--- config.mk ---
export PLATFORM = sky130hd
export DESIGN_NAME = pixel_format_path_control
export DESIGN_NICKNAME = d
export VERILOG_FILES = /design/src/rtl/pixel_lane_decode.v /design/src/rtl/pixel_format_path_control.v
export VERILOG_INCLUDE_DIRS = /design/src /design/src/common
export SDC_FILE = /design/constraint.sdc
export NUM_CORES = 1
export LEC_CHECK = 0
export ABC_AREA = 1
export ABC_CLOCK_PERIOD_IN_PS = 2100
export BUFFER_PORTS_ARGS = -buffer_cell sky130_fd_sc_hd__buf_2
export CORE_UTILIZATION = 49
export DETAILED_ROUTE_END_ITERATION = 8
export PLACE_DENSITY = 0.77
export RECOVER_POWER = 25
export SKIP_LAST_GASP = 1
export SLEW_MARGIN = 5
export SYNTH_ARGS = -nofsm -noshare
export SYNTH_HDL_FRONTEND = slang
export SYNTH_HIERARCHICAL = 1
export SYNTH_SLANG_ARGS = --single-unit
--- constraint.sdc ---
create_clock -name clock -period 2.1 [get_ports clock]
set_input_delay 0.42 -clock clock [delete_from_list [all_inputs] [get_ports clock]]
set_output_delay 0.42 -clock clock [all_outputs]
set_load 0.005 [all_outputs]
--- src/common/pixel_format_defs.vh ---
// Purpose: Constants for the pixel format path control block
// Assumes: APB with 32-bit data, one aligned word per register
// Notes: Printed indices are word indices, not byte addresses; byte address = 4*index
`ifndef PIXEL_FORMAT_DEFS_VH
`define PIXEL_FORMAT_DEFS_VH

// Register indices and byte addresses
`define IDX_SIXTEEN_CTL 8'h0C
`define IDX_PACKED_CTL 8'h0D
`define IDX_PIXEL_FORMAT 8'h0A
`define IDX_OVERLAY_CTL 8'h0F
`define IDX_LANE_STATUS 8'h10
`define ADDR_SIXTEEN_CTL 12'h030
`define ADDR_PACKED_CTL 12'h034
`define ADDR_PIXEL_FORMAT 12'h028
`define ADDR_OVERLAY_CTL 12'h03C
`define ADDR_LANE_STATUS 12'h040

// Pixel format codes
`define FMT_SIXTEEN 3'h4
`define FMT_PACKED 3'h5

// Sixteen-bit control fields
`define S16_DCOL_HI 7
`define S16_DCOL_LO 6
`define S16_POL 5
`define S16_MODE_HI 4
`define S16_MODE_LO 3
`define S16_FILL 2
`define S16_WIDTH 1
`define S16_ORDER 1
`define S16_SPACE 0

// Format codes and path codes
`define MODE_RGB 2'h0
`define MODE_TAG87 2'h1
`define MODE_YUV 2'h2
`define MODE_TAG78 2'h3
`define DCOL_INDIRECT 2'h0
`define DCOL_DYNAMIC 2'h1
`define DCOL_DIRECT 2'h3

// Packed control fields
`define PK_SPACE 7
`define PK_PATH 0

// Overlay control fields
`define OV_KEY 0
`define OV_PATH 1

// Per-lane path codes
`define PATH_LOOKUP 2'h0
`define PATH_BYPASS 2'h1
`define PATH_YUV 2'h2
`define PATH_GREY 2'h3

`define LANES 4
`define APB_ERR_NONE 1'b0

`endif

--- src/rtl/pixel_lane_decode.v ---
// Purpose: Decodes one 16-bit pixel lane into path, colour or luma/chroma
// Assumes: Control bits stable for the pixel; combinational
// Notes: One instance per lane, so tag and bypass stay per pixel
`include "pixel_format_defs.vh"

module pixel_lane_decode (
    input wire [15:0] pix,
    input wire [7:0] ctl,
    input wire keyMatch,
    input wire overlayGrey,
    output reg [1:0] path,
    output reg [23:0] color,
    output reg [7:0] luma,
    output reg [7:0] chroma
);
    reg [1:0] mode;
    reg [1:0] dcol;
    reg isYuv;
    reg wide;
    reg fill;
    reg [4:0] r5;
    reg [5:0] g6;
    reg [4:0] b5;
    reg bypass;
    reg contig;

    always @* begin
        mode = ctl[`S16_MODE_HI:`S16_MODE_LO];
        dcol = ctl[`S16_DCOL_HI:`S16_DCOL_LO];
        isYuv = 1'b0;
        wide = 1'b0;
        fill = 1'b0;
        bypass = 1'b0;
        contig = ctl[`S16_SPACE];
        luma = 8'h00;
        chroma = 8'h00;
        path = `PATH_LOOKUP;
        case (mode)
            `MODE_RGB: begin
                if (dcol == `DCOL_DYNAMIC) begin
                    // Top bit steers per pixel; polarity flips it
                    bypass = pix[15] ^ ctl[`S16_POL];
                    // Dynamic bypass forces sparse indexing
                    contig = 1'b0;
                end else begin
                    bypass = (dcol == `DCOL_DIRECT);
                    wide = ctl[`S16_WIDTH];
                    fill = ctl[`S16_FILL];
                end
            end
            `MODE_YUV: begin
                isYuv = 1'b1;
                // Field order for subsampled layout
                luma = ctl[`S16_ORDER] ? pix[7:0] : pix[15:8];
                chroma = ctl[`S16_ORDER] ? pix[15:8] : pix[7:0];
            end
            default: begin
                // Tagged layouts: tag is the top bit
                isYuv = pix[15] ^ ctl[`S16_POL];
                if (isYuv) begin
                    if (mode == `MODE_TAG87) begin
                        luma = ctl[`S16_ORDER] ? {pix[6:0], 1'b0}
                            : pix[14:7];
                        chroma = ctl[`S16_ORDER] ? pix[14:7]
                            : {pix[6:0], 1'b0};
                    end else begin
                        luma = ctl[`S16_ORDER] ? pix[7:0]
                            : {pix[14:8], 1'b0};
                        chroma = ctl[`S16_ORDER] ? {pix[14:8], 1'b0}
                            : pix[7:0];
                    end
                end else begin
                    // Order bit unused here
                    bypass = (dcol == `DCOL_DIRECT);
                    fill = ctl[`S16_FILL];
                end
            end
        endcase
        if (isYuv) begin
            // Overlay path only matters under key matching
            // Grey overlay belongs to the plain YUV layout only
            path = (mode == `MODE_YUV && keyMatch && overlayGrey)
                ? `PATH_GREY
                : `PATH_YUV;
        end else if (bypass) begin
            path = `PATH_BYPASS;
        end
        r5 = pix[14:10];
        g6 = wide ? pix[10:5] : {pix[9:5], 1'b0};
        b5 = pix[4:0];
        if (wide) begin
            r5 = pix[15:11];
        end
        color = 24'h000000;
        if (!isYuv) begin
            if (bypass) begin
                // Low-bit fill on expansion
                color[23:16] = {r5, fill ? r5[4:2] : 3'h0};
                if (wide) begin
                    color[15:8] = {g6, fill ? g6[5:4] : 2'h0};
                end else begin
                    color[15:8] = {g6[5:1], fill ? g6[5:3] : 3'h0};
                end
                color[7:0] = {b5, fill ? b5[4:2] : 3'h0};
            end else if (contig) begin
                // Contiguous index: fill ignored
                color[23:16] = {3'h0, r5};
                color[15:8] = wide ? {2'h0, g6} : {3'h0, g6[5:1]};
                color[7:0] = {3'h0, b5};
            end else begin
                // Sparse index: zero fill expected from software
                color[23:16] = {r5, 3'h0};
                color[15:8] = wide ? {g6, 2'h0} : {g6[5:1], 3'h0};
                color[7:0] = {b5, 3'h0};
            end
        end
    end
endmodule // pixel_lane_decode

--- src/rtl/pixel_format_path_control.v ---
// Purpose: Pixel format decode and palette path selection
// Assumes: APB slave, 20 MHz clock, pixel words from frame buffer
// Notes: Palette, colour matrix and converters live elsewhere
//
// Functional notes
// - Polarity bit inverts per-pixel bypass meaning
// - Polarity used in dynamic bypass and tag decode
// - Fill zero or replicate high bits
// - Contiguous indexing ignores fill setting
// - Width bit picks 555 or 565
// - Spacing bit: 0 sparse, 1 contiguous
// - Format field selects tagged or YUV layouts
// - Tagged RGB path: 00 lookup, 11 bypass
// - RGB path field ignored for YUV
// - Top bit tag, polarity flips meaning
// - 8+7 order bit places luma, chroma
// - Subsampled YUV order bit swaps bytes
// - 7+8 order bit places luma, chroma
// - Fill and spacing ignored for YUV
// - Order bit ignored for RGB pixels
// - Overlay path: palette or grey under key
// - Packed RGB: 8-8-8, bit 0 path
// - Packed YUV bypasses palette, bit 0 ignored
// - Packed path bit only in RGB
// - Dynamic bypass uses top bit per pixel
//
// Local design decision: the APB interface to the registers.
`include "pixel_format_defs.vh"

module pixel_format_path_control (
    input wire clock,
    input wire srst,
    input wire clkEn,
    input wire psel,
    input wire penable,
    input wire pwrite,
    input wire [11:0] paddr,
    input wire [31:0] pwdata,
    output reg [31:0] prdata,
    output reg pready,
    output reg pslverr,
    input wire [63:0] pixIn,
    input wire pixValid,
    output reg [63:0] pixColor,
    output reg [7:0] pixPath,
    output reg [31:0] pixLuma,
    output reg [31:0] pixChroma,
    output reg pixOutValid,
    output reg [31:0] packedColor,
    output reg [1:0] packedPath,
    output reg [7:0] overlayColor,
    output reg [1:0] overlayPath
);
    // Reset values are undefined in the part; zero chosen for safety
    reg [7:0] sixteenCtl_r;
    reg [7:0] packedCtl_r;
    reg [2:0] pixelFormat_r;
    reg [1:0] overlayCtl_r;
    reg [7:0] laneStatus_r;
    reg [31:0] rdata_nxt;
    reg hit;

    wire [95:0] laneColor;
    wire [63:0] laneColorLow;
    wire [7:0] lanePath;
    wire [31:0] laneLuma;
    wire [31:0] laneChroma;

    ////////////////////////////////////////////////////////////////////
    // Register bus
    wire setup = psel && !penable;
    wire access = psel && penable && pready;

    always @* begin
        hit = 1'b1;
        rdata_nxt = 32'h00000000;
        case (paddr)
            `ADDR_SIXTEEN_CTL: rdata_nxt = {24'h000000, sixteenCtl_r};
            `ADDR_PACKED_CTL: rdata_nxt = {24'h000000, packedCtl_r};
            `ADDR_PIXEL_FORMAT: rdata_nxt = {29'h00000000, pixelFormat_r};
            `ADDR_OVERLAY_CTL: rdata_nxt = {30'h00000000, overlayCtl_r};
            `ADDR_LANE_STATUS: rdata_nxt = {24'h000000, laneStatus_r};
            default: hit = 1'b0;
        endcase
    end

    // No wait state: pready rises the cycle after setup
    always @(posedge clock) begin
        if (srst) begin
            pready <= 1'b0;
            prdata <= 32'h00000000;
            pslverr <= 1'b0;
            sixteenCtl_r <= 8'h00;
            packedCtl_r <= 8'h00;
            pixelFormat_r <= 3'h0;
            overlayCtl_r <= 2'h0;
        end else if (clkEn) begin
            pready <= setup;
            if (setup) begin
                prdata <= pwrite ? 32'h00000000 : rdata_nxt;
                pslverr <= !hit;
            end else if (access) begin
                pslverr <= `APB_ERR_NONE;
            end
            if (access && pwrite && hit) begin
                case (paddr)
                    `ADDR_SIXTEEN_CTL: sixteenCtl_r <= pwdata[7:0];
                    `ADDR_PACKED_CTL: packedCtl_r <= pwdata[7:0];
                    `ADDR_PIXEL_FORMAT: pixelFormat_r <= pwdata[2:0];
                    `ADDR_OVERLAY_CTL: overlayCtl_r <= pwdata[1:0];
                    default: packedCtl_r <= packedCtl_r;
                endcase
            end
        end
    end

    ////////////////////////////////////////////////////////////////////
    // Per-lane decode
    genvar g;
    generate
        for (g = 0; g < `LANES; g = g + 1) begin : lane
            // Own tag and bypass bit per lane
            pixel_lane_decode u_dec (
                .pix(pixIn[16*g+15:16*g]),
                .ctl(sixteenCtl_r),
                .keyMatch(overlayCtl_r[`OV_KEY]),
                .overlayGrey(overlayCtl_r[`OV_PATH]),
                .path(lanePath[2*g+1:2*g]),
                .color(laneColor[24*g+23:24*g]),
                .luma(laneLuma[8*g+7:8*g]),
                .chroma(laneChroma[8*g+7:8*g])
            );
            // Bus carries low 16 bits of each expanded colour
            assign laneColorLow[16*g+15:16*g] = laneColor[24*g+15:24*g];
        end
    endgenerate

    // One register stage for all lanes keeps one driver per output
    always @(posedge clock) begin
        if (srst) begin
            pixColor <= 64'h0000000000000000;
            pixPath <= {`LANES{`PATH_LOOKUP}};
            pixLuma <= 32'h00000000;
            pixChroma <= 32'h00000000;
            laneStatus_r <= {`LANES{`PATH_LOOKUP}};
        end else if (clkEn && pixValid) begin
            pixColor <= laneColorLow;
            pixPath <= lanePath;
            pixLuma <= laneLuma;
            pixChroma <= laneChroma;
            laneStatus_r <= lanePath;
        end
    end

    ////////////////////////////////////////////////////////////////////
    // Packed 24-bit and overlay paths
    wire packedYuv = packedCtl_r[`PK_SPACE];
    wire [1:0] packedPath_nxt = packedYuv ? `PATH_YUV
        : (packedCtl_r[`PK_PATH] ? `PATH_BYPASS
        : `PATH_LOOKUP);
    wire [1:0] ovPath_nxt = overlayCtl_r[`OV_PATH] ? `PATH_GREY
        : `PATH_LOOKUP;

    always @(posedge clock) begin
        if (srst) begin
            pixOutValid <= 1'b0;
            packedColor <= 32'h00000000;
            packedPath <= `PATH_LOOKUP;
            overlayColor <= 8'h00;
            overlayPath <= `PATH_LOOKUP;
        end else if (clkEn) begin
            pixOutValid <= pixValid;
            if (pixValid) begin
                // Low 24 bits are R,G,B or Y,U,V; top byte overlay
                packedColor <= {8'h00, pixIn[23:0]};
                packedPath <= (pixelFormat_r == `FMT_PACKED)
                    ? packedPath_nxt : `PATH_LOOKUP;
                overlayColor <= pixIn[31:24];
                // Overlay path only live under key matching
                overlayPath <= overlayCtl_r[`OV_KEY] ? ovPath_nxt
                    : `PATH_LOOKUP;
            end
        end
    end
endmodule // pixel_format_path_control

==> results.py <==
metrics = {
    "outcome": {
        "run_status": "finished clean",
    },
    "place": {
        "routabilityCongestion": 0.934,
        "buffer_ports.inserted": 273,
        "place_hpwl_um": 28000,
    },
    "setup_path": {
        "crit_path_max_fanout": 13,
        "timing.critical_path.from_type": "flop",
        "critical_path_class": "reg2reg",
        "worst_setup_path_end_kind": "flop",
        "required_ps": 2500,
        "worst-endpoint-arrival_ps": 2360,
    },
    "final_layout": {
        "register_area_um2": 4070,
        "multiInputGateArea_um2": 6990,
        "diodes": 0,
        "final.fill_count": 2615,
        "post_route_cells_drive_above_1_share_pct": 16.9,
        "fin_nets": 2439,
        "layout_common_cells": "sky130_fd_sc_hd__nor2_1, sky130_fd_sc_hd__nand2_1, sky130_fd_sc_hd__o21ai_0",
        "layout_commonest_cell": "sky130_fd_sc_hd__nor2_1",
        "syn_to_final_growth_pct": 17.7,
    },
    "power_and_ir_drop": {
        "irDropWorstVdd_v": 0.000611,
        "total_leakage_power_nw": 7.60,
        "power_density_nw_per_um2": 628,
        "power_mw": 9.23,
    },
    "die": {
        "fp.dieArea_um2": 26100,
        "number_of_rows_in_the_core_area": 58,
        "placeableCoreArea_um2": 25100,
        "top_level_ports": 330,
        "floorplan.die.width_um": 162,
        "floorplan.die.height_um": 162,
        "effective_utilization_at_floorplan_pct": 49.8,
    },
    "clock_tree": {
        "cts_root_buffer": "sky130_fd_sc_hd__clkbuf_16",
        "cts_buffer_depth": 3,
        "tritoncts.num_buffers": 23,
        "insertion_delay_ps": 510,
        "clk_transition_reported_paths_ps": 60,
        "tritoncts": "yes",
        "cts.sinks": 203,
        "cts-htree-levels": 1,
    },
    "sta": {
        "worst_slew_pin_slew_ps": 784,
        "max_freq_mhz": 510,
        "setup_viol_count_final": 0,
        "timing.final.max_slew_violations": 0,
        "timing.final.hold_violations": 0,
        "final.min_clock_period_ps": 1960,
        "worst_hold_slack_ps": 178,
        "fin_worst_skew_ps": 7.28,
        "setup_repair_after_global_routing_missed_its_margin": "true",
        "headroom_to_the_max_slew_limit_pct": 47.7,
        "finalCritPeriodShare_pct": 93.3,
    },
    "detailed_routing": {
        "vias_per_cell": 5.17,
        "post_drt_wl_per_cell_um": 14.2,
        "dr.first_iter.drc_count": 993,
        "post-route-drc-count": 0,
        "num_vias": 13787,
        "detail_route.wirelength_um": 38000,
        "drt.antenna.violating_nets": 0,
        "firstDrtPassIters": 5,
    },
    "job": {
        "max-cap-violations": 0,
    },
    "global_routing": {
        "largest_net_degree_at_the_start_of_global_routing": 101,
        "grt_pass1_vias": 12242,
        "grt_usage_pct": 28.1,
        "global_route.overflow_total": 0,
        "grt_first_pass_wirelength_um": 60600,
        "grt_antenna_before_repair": 0,
    },
    "logic_synthesis": {
        "synth_area_per_cell_um2": 5.97,
        "yosysWarningCount": 6,
        "syn-cell-area_um2": 12500,
        "netlist_instances": 2094,
    },
    "worst_hold_path": {
        "worstHoldPathType": "in2reg",
    },
}
==> state kept, by name, summed over array words and instances (netlist names) <==
register,flops
laneStatus_r,8
overlayColor,8
overlayCtl_r,2
overlayPath,1
packedColor,24
packedCtl_r,8
packedPath,2
pixChroma,32
pixColor,64
pixLuma,32
pixOutValid,1
pixelFormat_r,3
prdata,8
pready,1
pslverr,1
sixteenCtl_r,8
==> area by class of cell <==
class | count | share of cell area (%)
clock inverter | 7 | 0.604
timing repair buffer | 313 | 11.9
inverter | 205 | 5.31
sequential | 203 | 27.7
tap | 330 | 2.81
multi-input combinational | 1578 | 47.5
clock buffer | 31 | 4.25
==> final timing paths <==
kind / from / to / slack, ps / cells after the start
max: sixteenCtl_r[5] / pixColor[49] / 140 / 12
min: pwdata[5] / packedCtl_r[5] / 180 / 3
max reg2reg: sixteenCtl_r[5] / pixColor[49] / 140 / 12
min reg2reg: prdata[4] / prdata[4] / 460 / 2
==> power by group <==
part           switching [mW]  internal (mW)  leakage [nW]
sequential              0.114           4.06          1.67
combinational           0.728          0.438          5.58
clock                    1.58           2.32         0.350
==> metal layers <==
layer | vias up | share of wire [%] | global-route usage, % | routed length, um
li1 | 7023 | - | - | -
met2 | 469 | 46 | 47.8 | 17600
met3 | 78 | 6.5 | 4.09 | 2450
met4 | 0 | 3.2 | 9.78 | 1200
met1 | 6217 | 44 | 36.1 | 16700
met5 | - | 0 | 0 | 0
==> critical path, stage by stage (launching register included) <==
cell	delay, ps
sky130_fd_sc_hd__dfxtp_1	330
sky130_fd_sc_hd__buf_4	220
sky130_fd_sc_hd__inv_1	70
sky130_fd_sc_hd__nand2_1	60
sky130_fd_sc_hd__nand2_1	70
sky130_fd_sc_hd__nand3b_1	230
sky130_fd_sc_hd__nand2_1	220
sky130_fd_sc_hd__inv_1	220
sky130_fd_sc_hd__nand2_1	80
sky130_fd_sc_hd__nand2_1	80
sky130_fd_sc_hd__nor2_1	40
sky130_fd_sc_hd__o21ai_0	160
sky130_fd_sc_hd__nor2_1	60
==> metrics by stage <==
stage                     setup WS, ps  instance area [um2]  std cells  utilization (%)  TNS [ps]
after global routing             -10.7                14700       2667             58.6     -20.1
after CTS                          160                14700       2663             58.7         0
final                              140                14700       2667             58.6         0
after floorplan                    157                12600       2125                -         0
after global placement             199                14000       2625             55.9         0
after detailed placement           148                14000       2625             55.9         0
==> repair_timing <==
item                       in CTS  in global routing
resized for setup               0                  3
setup endpoints to repair       0                 10
buffers inserted                0                  4
hold buffers                    0                  0
Power figures use the tool's default switching activity.
